===== src/verilog/mps_sync.sv =====
// Shared constants for the power on/off sequencer
package mps_pkg;

  // Clock and millisecond timebase
  localparam int unsigned CLK_PERIOD_PS = 4000;                      // 250 MHz
  localparam int unsigned PS_PER_MS     = 1000000000;                // Picoseconds in 1 ms
  localparam int unsigned CYC_PER_MS    = PS_PER_MS / CLK_PERIOD_PS; // Cycles per ms tick

  // Millisecond counter width
  localparam int unsigned MS_W = 16;

  // Timing figures, all in milliseconds
  localparam logic [15:0] T_RESET_END_MS  = 16'h0064; // 100 ms reset phase
  localparam logic [15:0] T_HWINIT_END_MS = 16'h1388; // 5 s hardware init
  localparam logic [15:0] T_ACTIVE_MS     = 16'h8CA0; // 36 s to system active
  localparam logic [15:0] T_OFF_HOLD_MS   = 16'h0834; // 2.1 s ignition hold for off
  localparam logic [15:0] T_RTC_HOLD_MS   = 16'h07D0; // 2000 ms emergency RTC limit
  localparam logic [15:0] T_PD_MAX_MS     = 16'h07D0; // 2000 ms time_to_powered_down
  localparam logic [15:0] T_SHUTDOWN_MS   = 16'h4E20; // 20 s complete power-down
  localparam logic [15:0] T_LIVE_HALF_MS  = 16'h1388; // 5 s half period, 0.1 Hz
  localparam logic [15:0] T_RESTART_MS    = 16'h0064; // 100 ms ignition after release
  localparam logic [15:0] T_SAVE_MS       = 16'h0BB8; // Log-off and data save time
  localparam logic [15:0] T_PD_MS         = 16'h01F4; // Emergency power-down time

  // Sequencer states
  typedef enum logic [3:0] {
    ST_OFF       = 4'h0,
    ST_RESET_PH  = 4'h1,
    ST_HW_INIT   = 4'h2,
    ST_FW_INIT   = 4'h3,
    ST_ACTIVE    = 4'h4,
    ST_SAVE      = 4'h5,
    ST_DOWN_WAIT = 4'h6,
    ST_EMERG     = 4'h7,
    ST_RESTART   = 4'h8
  } mps_state_e;

endpackage

`timescale 1ns/1ps

////////////////////////////////////////////////////////////////////////////////
// Pin input conditioner: four flops, change accepted when stages two and three agree
module mps_sync #(
  parameter logic RESET_VAL = 1'b1  // Idle level of the pin
) (
  // Clock and reset
  input  wire logic clk,
  input  wire logic nrst,
  // Pin and conditioned level
  input  wire logic pin,
  output logic      level
);

  logic s1;          // First stage, read only by s2
  logic s2;          // Second stage
  logic s3;          // Third stage
  logic next_level;  // Accepted level

  // Accept a change only once the two late stages agree
  always_comb begin
    next_level = (s2 == s3) ? s3 : level;
  end

  // Register the chain
  always_ff @(posedge clk or negedge nrst) begin
    if (!nrst) begin
      s1    <= RESET_VAL;
      s2    <= RESET_VAL;
      s3    <= RESET_VAL;
      level <= RESET_VAL;
    end else begin
      s1    <= pin;
      s2    <= s1;
      s3    <= s2;
      level <= next_level;
    end
  end

endmodule


===== src/verilog/mps_sequencer.sv =====
// Notes on behaviour
// RQ1 - Ignition low while off starts power-on
// RQ2 - Host holds ignition low 100 ms
// RQ3 - On/off mode: 2.1 s hold, off after release
// RQ4 - Ignition off runs same orderly shutdown
// RQ5 - Two ignition modes, on/off off by default
// RQ6 - Host waits 36 s before switch-off
// RQ7 - Emergency off only after 5 s hang
// RQ8 - Host holds emergency low until indicator high
// RQ9 - Emergency line pulled up inside, open-drain host
// RQ10 - Ignition released first: module stays off
// RQ11 - Ignition low 100 ms after: module restarts
// RQ12 - Emergency power-down within 2000 ms
// RQ13 - Emergency held over 2000 ms resets RTC
// RQ14 - Command answered OK after save, down 20 s
// RQ15 - Power indicator high while switching off
// RQ16 - Host keeps supply until external supply low
// RQ17 - Host waits 1 s after supply low
// RQ18 - Host drives no current while powered down
// RQ19 - Four startup phases, active after 36 s
// RQ20 - Liveness toggles at 0.1 Hz from firmware init
// RQ21 - Host synchronises inputs, times with counters
`timescale 1ns/1ps

module mps_sequencer #(
  parameter int unsigned CYC_PER_MS = mps_pkg::CYC_PER_MS  // Shorten for simulation
) (
  // Clock and reset
  input  wire logic       CLOCK,
  input  wire logic       NRST,
  // Host control pins, open-drain, active low
  input  wire logic       IGNITION_LINE_N,
  input  wire logic       EMERGENCY_OFF_LINE_N,
  // Configuration and command
  input  wire logic       ONOFF_MODE,
  input  wire logic       SHUTDOWN_COMMAND,
  // Status outputs
  output logic            SHUTDOWN_OK,
  output logic            RTC_RESET,
  output logic            POWER_INDICATOR,
  output logic            EXTERNAL_SUPPLY_OUTPUT,
  output logic            LIVENESS_OUTPUT,
  output logic            IF_INITIAL,
  output logic            PULLUP_ENABLE,
  output logic [3:0]      SEQ_STATE
);

  localparam int unsigned MS_W = mps_pkg::MS_W;
  localparam logic [MS_W-1:0] MS_MAX = {MS_W{1'b1}};

  ////////////////////////////////////////////////////////////////////////////////
  // Pin conditioning

  logic ign_s;   // Conditioned ignition level
  logic em_s;    // Conditioned emergency level
  logic ign_low; // Ignition asserted
  logic em_low;  // Emergency asserted

  mps_sync #(.RESET_VAL(1'b1)) u_ign_sync (
    .clk   (CLOCK),
    .nrst  (NRST),
    .pin   (IGNITION_LINE_N),
    .level (ign_s)
  );

  mps_sync #(.RESET_VAL(1'b1)) u_em_sync (
    .clk   (CLOCK),
    .nrst  (NRST),
    .pin   (EMERGENCY_OFF_LINE_N),
    .level (em_s)
  );

  assign ign_low = ~ign_s;
  assign em_low  = ~em_s;

  ////////////////////////////////////////////////////////////////////////////////
  // Millisecond timebase

  logic [31:0] pre_cnt;       // Cycle prescaler
  logic [31:0] next_pre_cnt;
  logic        ms_tick;       // One-cycle pulse each millisecond
  logic        next_ms_tick;

  // Divide the clock down; all long waits count ms, keeping counters narrow
  always_comb begin
    next_ms_tick = 1'b0;
    next_pre_cnt = pre_cnt + 32'h00000001;
    if (pre_cnt >= CYC_PER_MS - 1) begin
      next_pre_cnt = 32'h00000000;
      next_ms_tick = 1'b1;
    end
  end

  // Register the prescaler
  always_ff @(posedge CLOCK or negedge NRST) begin
    if (!NRST) begin
      pre_cnt <= 32'h00000000;
      ms_tick <= 1'b0;
    end else begin
      pre_cnt <= next_pre_cnt;
      ms_tick <= next_ms_tick;
    end
  end

  ////////////////////////////////////////////////////////////////////////////////
  // Hold-time counters for both host lines

  logic [MS_W-1:0] igt_hold;       // Ms the ignition has been low
  logic [MS_W-1:0] next_igt_hold;
  logic [MS_W-1:0] em_hold;        // Ms the emergency line has been low
  logic [MS_W-1:0] next_em_hold;

  // Saturating counts; cleared as soon as the line is released
  always_comb begin
    next_igt_hold = igt_hold;
    next_em_hold  = em_hold;
    if (!ign_low) begin
      next_igt_hold = '0;
    end else if (ms_tick && igt_hold != MS_MAX) begin
      next_igt_hold = igt_hold + 1'b1;
    end
    if (!em_low) begin
      next_em_hold = '0;
    end else if (ms_tick && em_hold != MS_MAX) begin
      next_em_hold = em_hold + 1'b1;
    end
  end

  // Register the hold counters
  always_ff @(posedge CLOCK or negedge NRST) begin
    if (!NRST) begin
      igt_hold <= '0;
      em_hold  <= '0;
    end else begin
      igt_hold <= next_igt_hold;
      em_hold  <= next_em_hold;
    end
  end

  ////////////////////////////////////////////////////////////////////////////////
  // Sequencer

  mps_pkg::mps_state_e state;       // Current phase
  mps_pkg::mps_state_e next_state;
  logic [MS_W-1:0] ms_cnt;          // Ms since ignition or since shutdown start
  logic [MS_W-1:0] next_ms_cnt;
  logic [MS_W-1:0] live_cnt;        // Ms since last liveness edge
  logic [MS_W-1:0] next_live_cnt;
  logic            rtc_done;        // RTC reset already issued this emergency
  logic            next_rtc_done;
  logic            next_ok;
  logic            next_rtc;
  logic            next_pwr;
  logic            next_ext;
  logic            next_live;
  logic            next_ifinit;
  logic            running;         // Any powered operating phase
  logic            ign_off_req;     // Ignition switch-off completed

  assign running = (state == mps_pkg::ST_HW_INIT) || (state == mps_pkg::ST_FW_INIT) ||
                   (state == mps_pkg::ST_ACTIVE);
  // Switch-off counts only at release after a long enough hold
  assign ign_off_req = ONOFF_MODE && ign_s && (igt_hold >= mps_pkg::T_OFF_HOLD_MS); // RQ3 RQ5

  // Next-state and output logic
  always_comb begin
    next_state    = state;
    next_ms_cnt   = (ms_tick && ms_cnt != MS_MAX) ? ms_cnt + 1'b1 : ms_cnt;
    next_live_cnt = live_cnt;
    next_rtc_done = rtc_done;
    next_ok       = 1'b0;
    next_rtc      = 1'b0;
    next_pwr      = POWER_INDICATOR;
    next_ext      = EXTERNAL_SUPPLY_OUTPUT;
    next_live     = LIVENESS_OUTPUT;
    next_ifinit   = IF_INITIAL;
    // Emergency wins over every other request while powered
    if (em_low && (running || state == mps_pkg::ST_RESET_PH ||
                   state == mps_pkg::ST_SAVE || state == mps_pkg::ST_DOWN_WAIT)) begin
      next_state    = mps_pkg::ST_EMERG;
      next_ms_cnt   = '0;
      next_rtc_done = 1'b0;
    end else begin
      unique case (state)
        // Powered down: indicator high, supply off
        mps_pkg::ST_OFF: begin
          if (ign_low) begin
            next_state  = mps_pkg::ST_RESET_PH; // RQ1
            next_ms_cnt = '0;
          end
        end
        // Reset phase: outputs still in off levels
        mps_pkg::ST_RESET_PH: begin
          if (ms_cnt >= mps_pkg::T_RESET_END_MS) begin
            next_state = mps_pkg::ST_HW_INIT; // RQ19
            next_pwr   = 1'b0;
            next_ext   = 1'b1;
          end
        end
        // Hardware init until 5 s
        mps_pkg::ST_HW_INIT: begin
          if (ms_cnt >= mps_pkg::T_HWINIT_END_MS) begin
            next_state    = mps_pkg::ST_FW_INIT; // RQ19
            next_live     = 1'b1;               // RQ20
            next_live_cnt = '0;
          end
        end
        // Firmware init until 36 s, then interfaces leave initial states
        mps_pkg::ST_FW_INIT: begin
          if (ms_cnt >= mps_pkg::T_ACTIVE_MS) begin
            next_state  = mps_pkg::ST_ACTIVE; // RQ19
            next_ifinit = 1'b0;
          end
        end
        // Running normally
        mps_pkg::ST_ACTIVE: begin
          next_state = state;
        end
        // Log-off and data save; OK only once saved
        mps_pkg::ST_SAVE: begin
          if (ms_cnt >= mps_pkg::T_SAVE_MS) begin
            next_state = mps_pkg::ST_DOWN_WAIT;
            next_ok    = 1'b1; // RQ14
          end
        end
        // Remainder of the 20 s power-down, then supply off
        mps_pkg::ST_DOWN_WAIT: begin
          if (ms_cnt >= mps_pkg::T_SHUTDOWN_MS) begin
            next_state = mps_pkg::ST_OFF; // RQ14
            next_ext   = 1'b0;
          end
        end
        // Emergency: power down, then follow the ignition at release
        mps_pkg::ST_EMERG: begin
          if (ms_cnt >= mps_pkg::T_PD_MS) begin
            next_pwr  = 1'b1; // RQ12
            next_ext  = 1'b0;
            next_live = 1'b0;
          end
          if (em_hold > mps_pkg::T_RTC_HOLD_MS && !rtc_done) begin
            next_rtc      = 1'b1; // RQ13
            next_rtc_done = 1'b1;
          end
          if (!em_low) begin
            // Early release still forces powered-down levels
            next_pwr    = 1'b1;
            next_ext    = 1'b0;
            next_live   = 1'b0;
            next_ms_cnt = '0;
            next_state  = ign_low ? mps_pkg::ST_RESTART : mps_pkg::ST_OFF; // RQ10 RQ11
          end
        end
        // Ignition must stay low 100 ms after release to restart
        mps_pkg::ST_RESTART: begin
          if (!ign_low) begin
            next_state = mps_pkg::ST_OFF; // RQ11
          end else if (ms_cnt >= mps_pkg::T_RESTART_MS) begin
            next_state  = mps_pkg::ST_RESET_PH; // RQ11
            next_ms_cnt = '0;
          end
        end
        default: begin
          next_state = mps_pkg::ST_OFF;
        end
      endcase
      // Command or ignition switch-off share the orderly shutdown
      if (running && (SHUTDOWN_COMMAND || ign_off_req)) begin
        next_state  = mps_pkg::ST_SAVE; // RQ4
        next_ms_cnt = '0;
        next_pwr    = 1'b1;             // RQ15
      end
    end
    // Liveness toggles every 5 s once firmware runs, low otherwise
    if (next_state == mps_pkg::ST_FW_INIT || next_state == mps_pkg::ST_ACTIVE) begin
      if (state == mps_pkg::ST_FW_INIT || state == mps_pkg::ST_ACTIVE) begin
        if (ms_tick) begin
          next_live_cnt = live_cnt + 1'b1;
          if (live_cnt + 1'b1 >= mps_pkg::T_LIVE_HALF_MS) begin
            next_live     = ~LIVENESS_OUTPUT; // RQ20
            next_live_cnt = '0;
          end
        end
      end
    end else begin
      next_live = 1'b0;
    end
    // Interfaces are in initial state outside system active
    if (next_state != mps_pkg::ST_ACTIVE) begin
      next_ifinit = 1'b1; // RQ19
    end
  end

  // Register sequencer state and all top-level outputs
  always_ff @(posedge CLOCK or negedge NRST) begin
    if (!NRST) begin
      state                  <= mps_pkg::ST_OFF;
      ms_cnt                 <= '0;
      live_cnt               <= '0;
      rtc_done               <= 1'b0;
      SHUTDOWN_OK            <= 1'b0;
      RTC_RESET              <= 1'b0;
      POWER_INDICATOR        <= 1'b1;
      EXTERNAL_SUPPLY_OUTPUT <= 1'b0;
      LIVENESS_OUTPUT        <= 1'b0;
      IF_INITIAL             <= 1'b1;
      PULLUP_ENABLE          <= 1'b0;
      SEQ_STATE              <= 4'h0;
    end else begin
      state                  <= next_state;
      ms_cnt                 <= next_ms_cnt;
      live_cnt               <= next_live_cnt;
      rtc_done               <= next_rtc_done;
      SHUTDOWN_OK            <= next_ok;
      RTC_RESET              <= next_rtc;
      POWER_INDICATOR        <= next_pwr;
      EXTERNAL_SUPPLY_OUTPUT <= next_ext;
      LIVENESS_OUTPUT        <= next_live;
      IF_INITIAL             <= next_ifinit;
      PULLUP_ENABLE          <= 1'b1; // RQ9
      SEQ_STATE              <= next_state;
    end
  end
endmodule


===== config.mk =====
export PLATFORM = sky130hd
export DESIGN_NAME = mps_sequencer
export DESIGN_NICKNAME = d
export VERILOG_FILES = /design/src/verilog/mps_sync.sv /design/src/verilog/mps_sequencer.sv
export SDC_FILE = /design/constraint.sdc
export NUM_CORES = 1
export LEC_CHECK = 0
export BUFFER_PORTS_ARGS = -buffer_cell sky130_fd_sc_hd__clkbuf_2
export CAP_MARGIN = 20
export CORE_MARGIN = 8
export CORE_UTILIZATION = 60
export CTS_CLUSTER_SIZE = 30
export DETAILED_ROUTE_END_ITERATION = 7
export HOLD_SLACK_MARGIN = 0.1
export PLACE_DENSITY = 0.73
export SETUP_SLACK_MARGIN = 0.15
export SYNTH_ARGS = -nofsm -noshare
export SYNTH_HDL_FRONTEND = slang
export SYNTH_SLANG_ARGS = --single-unit

===== constraint.sdc =====
create_clock -name CLOCK -period 5.06 [get_ports CLOCK]
set_input_delay 0.506 -clock CLOCK [delete_from_list [all_inputs] [get_ports CLOCK]]
set_output_delay 0.506 -clock CLOCK [all_outputs]
set_load 0.05 [all_outputs]

==> flow_summary.toml <==
[worst_setup_path]
critPathMaxFanout = 19
path_cells = "ha_1 > nand4_1 > nor2_1 > nor3_1 > o31a_1 > o21ai_2 > nand2_1 > o22ai_1"
reg2reg_to = "live_cnt[9]"
rr_worst_depth = 8
path_class = "reg -> reg"
worstSetupEndpointType = "flop"
r2r_slack_ns = 2.27
r2r-start = "live_cnt[0]"
slowest_delay_ns = 0.62
crit_required_ns = 5.51
critPathArrivalTime_ns = 3.24
cp_slowest_cell = "o21ai_2"
startpoint_type = "flop"

[synth]
ys.flop_type = "dfrtp_1"
synth_area_leaders = "dfrtp_1 (44%), nor2_1 (5.5%), dfstp_2 (4.4%)"
seq_area_frac_synth_pct = 48.83
synth_area_per_cell_sq_um = 9.729
synth_top_area_share_pct = 44.46
netlist_area_sq_um = 6022
synth_async_sr_flop_share_pct = 100.0
yosysTopAreaCell = "dfrtp_1"
synth_edf_count = 0
ys_types = 73
yosys_warnings = 0
ys_ff_latch = 117
syn_inst = 619

[min_path]
hold_depth = 0
min_path_type = "reg -> reg"
hp-start = "u_ign_sync.s1"
min_to = "u_ign_sync.s2"

[finish]
final_nets = 663
syn2layout_area_growth_pct = 13.01
layout_commonest_cell = "dfrtp_1"
register_area_sq_um = 2940
drive_gt1_share_pct = 11.65
antenna_cells = 0
fin_util_pct = 69.62
layout_common_cells = "dfrtp_1 (107), nor2_1 (89), nand2_1 (48), nand3_1 (37), xor2_1 (30)"
multiInputGateArea_sq_um = 2889
fin_cells = 794
n_fill_cell = 743

[global_routing]
grt_max_degree = 84
track_usage_pct = 19.60
grt_pass1_vias = 4413
overflow = 0
antenna_found_initial = 0
grt_pass1_wl_microns = 20690

[run_status]
status = "finished, final reports clean"

[floorplan]
fp.dieW_microns = 116.2
initial_utilization_pct = 61.61
placementRows = 36
dieArea_sq_um = 13500
design.core.area_sq_um = 9774
die_h_microns = 116.2
pin_count = 17

[clock_tree]
cts.sinks = 117
ctsResizeCount = 0
clockBufferDepth = 2
clk_latency_ns = 0.54
htreeDepth = 4
cts_tree = "built"
cts_setup_buffers = 0
ctsRootBufferMaster = "clkbuf_8"
cts_made_buffers = 17
clkTransAtPathRegs_ns = 0.05

[timing]
rsz0062_at_grt = "false"
tns_ns = 0
post-route-min-period_ns = 2.788
setup_violations = 0
hold_violations = 0
worst_pin_slew_ns = 0.9660
finalWorstSetupSlack_ns = 2.272
fmax_ghz = 0.3587
slew_violations = 0
finalCritPeriodShare_pct = 55.09
fin_skew_ns = 0.005371
slew_headroom_pct = 35.01

[place]
dp_cells = 757
gp_congestion = 0.9125
preCtsSetupSlack_ns = 2.303
port_buffers = 16
dp_hpwl_microns = 7870

[detailed_routing]
via_count = 4587
ant_nets = 0
drt-total-wl_microns = 11860
dr.pass1.iters = 4
drt_iter0_markers = 432
wl_per_cell_microns = 14.94
routed_via_density = 5.777
drc = 0

[power_and_ir_drop]
power_density_nw_per_um2 = 399.2
p_leak_nw = 2.892
ir_drop_v = 0.0002718

[job]
cap_violations = 0
## report_power, final
group          internal [mW]  total (mW)  switching (mW)
Combinational          0.171       0.482           0.312
Sequential             0.992        1.09           0.100
Clock                  0.737        1.14           0.404
## through the flow
stage	hold WS, ns	area [sq um]	power, mW
floorplan	0.2104	6071	1.454
global placement	0.3474	6168	1.556
detailed placement	0.3478	6168	1.569
CTS	0.1771	6760	2.730
global route	0.3621	6805	2.849
finish	0.3549	6805	2.716
## registers in the layout (all words and copies together) (netlist names), 4 cells and up
name      cells
live_cnt     16
igt_hold     16
state         4
ms_cnt       16
em_hold      16
pre_cnt      32
## area by class of cell
cell class | count | area share, %
repair buffers | 24 | 2.500
flip-flops and latches | 117 | 43.21
clock buffers | 24 | 6.913
clock inverters | 8 | 1.489
multi-input cells | 470 | 42.45
well taps | 133 | 2.445
inverters | 18 | 0.9928
## logic make-up (layout without fill, tap and decap cells)
kind of cell,Yosys count,count (layout),share of synthesized area (%)
simple gates,298,298,25.95
fa+ha+maj,11,11,2.202
other cells,2,15,0.1247
mux,1,1,0.1662
flops,117,117,48.83
xor+xnor,57,57,8.290
compound gates,88,88,10.43
buf+inv,45,74,4.010
## timing repair
action	in CTS	in global routing
hold endpoints to repair	2	34
hold buffers	2	1
setup endpoints to repair	0	0
## per-layer routing
layer	global-route usage (%)	vias to the layer above	wire (microns)
met2	29.56	100	5429
met1	25.61	2215	5601
met5	0	-	0
li1	-	2252	-
met4	8.470	0	185
met3	5.998	20	642
## Yosys cell counts (all sizes together), types with 3 or more instances
library cell	number
a31oi	17
nand3b	5
nor3	19
clkbuf	12
buf	15
nand3	37
o31a	3
nor4	16
and2	5
o21ai	16
xor2	30
nand4	17
ha	9
dfrtp	107
or4	6
and4	5
dfstp	10
nor2b	3
a21oi	16
xnor2	27
nand2	48
and3	19
o211ai	3
nor2	89
nand4b	3
and4b	4
o21a	3
inv	18
or3	11
## worst max-delay path, delay by kind of cell (launching register included)
kind,cells,cell delay [ns]
AO/OA/AOI/OAI,3,1.20
adder cells (fa/ha/maj),1,0.26
flip-flops,1,0.41
AND/OR/NAND/NOR,4,0.82
## worst max-delay path by stage
stage | end | slack (ns) | depth (start not counted) | startpoint
2_1_floorplan | LIVENESS_OUTPUT | 2.58 | 6 | state[2]
3_3_place_gp | live_cnt[11] | 2.45 | 8 | live_cnt[0]
3_5_place_dp | live_cnt[9] | 2.30 | 8 | live_cnt[0]
4_1_cts | ms_cnt[15] | 2.26 | 5 | state[1]
5_1_grt | live_cnt[11] | 1.95 | 8 | live_cnt[0]
6_report | live_cnt[9] | 2.27 | 8 | live_cnt[0]
Note: power is estimated with default switching activity, not from simulation.
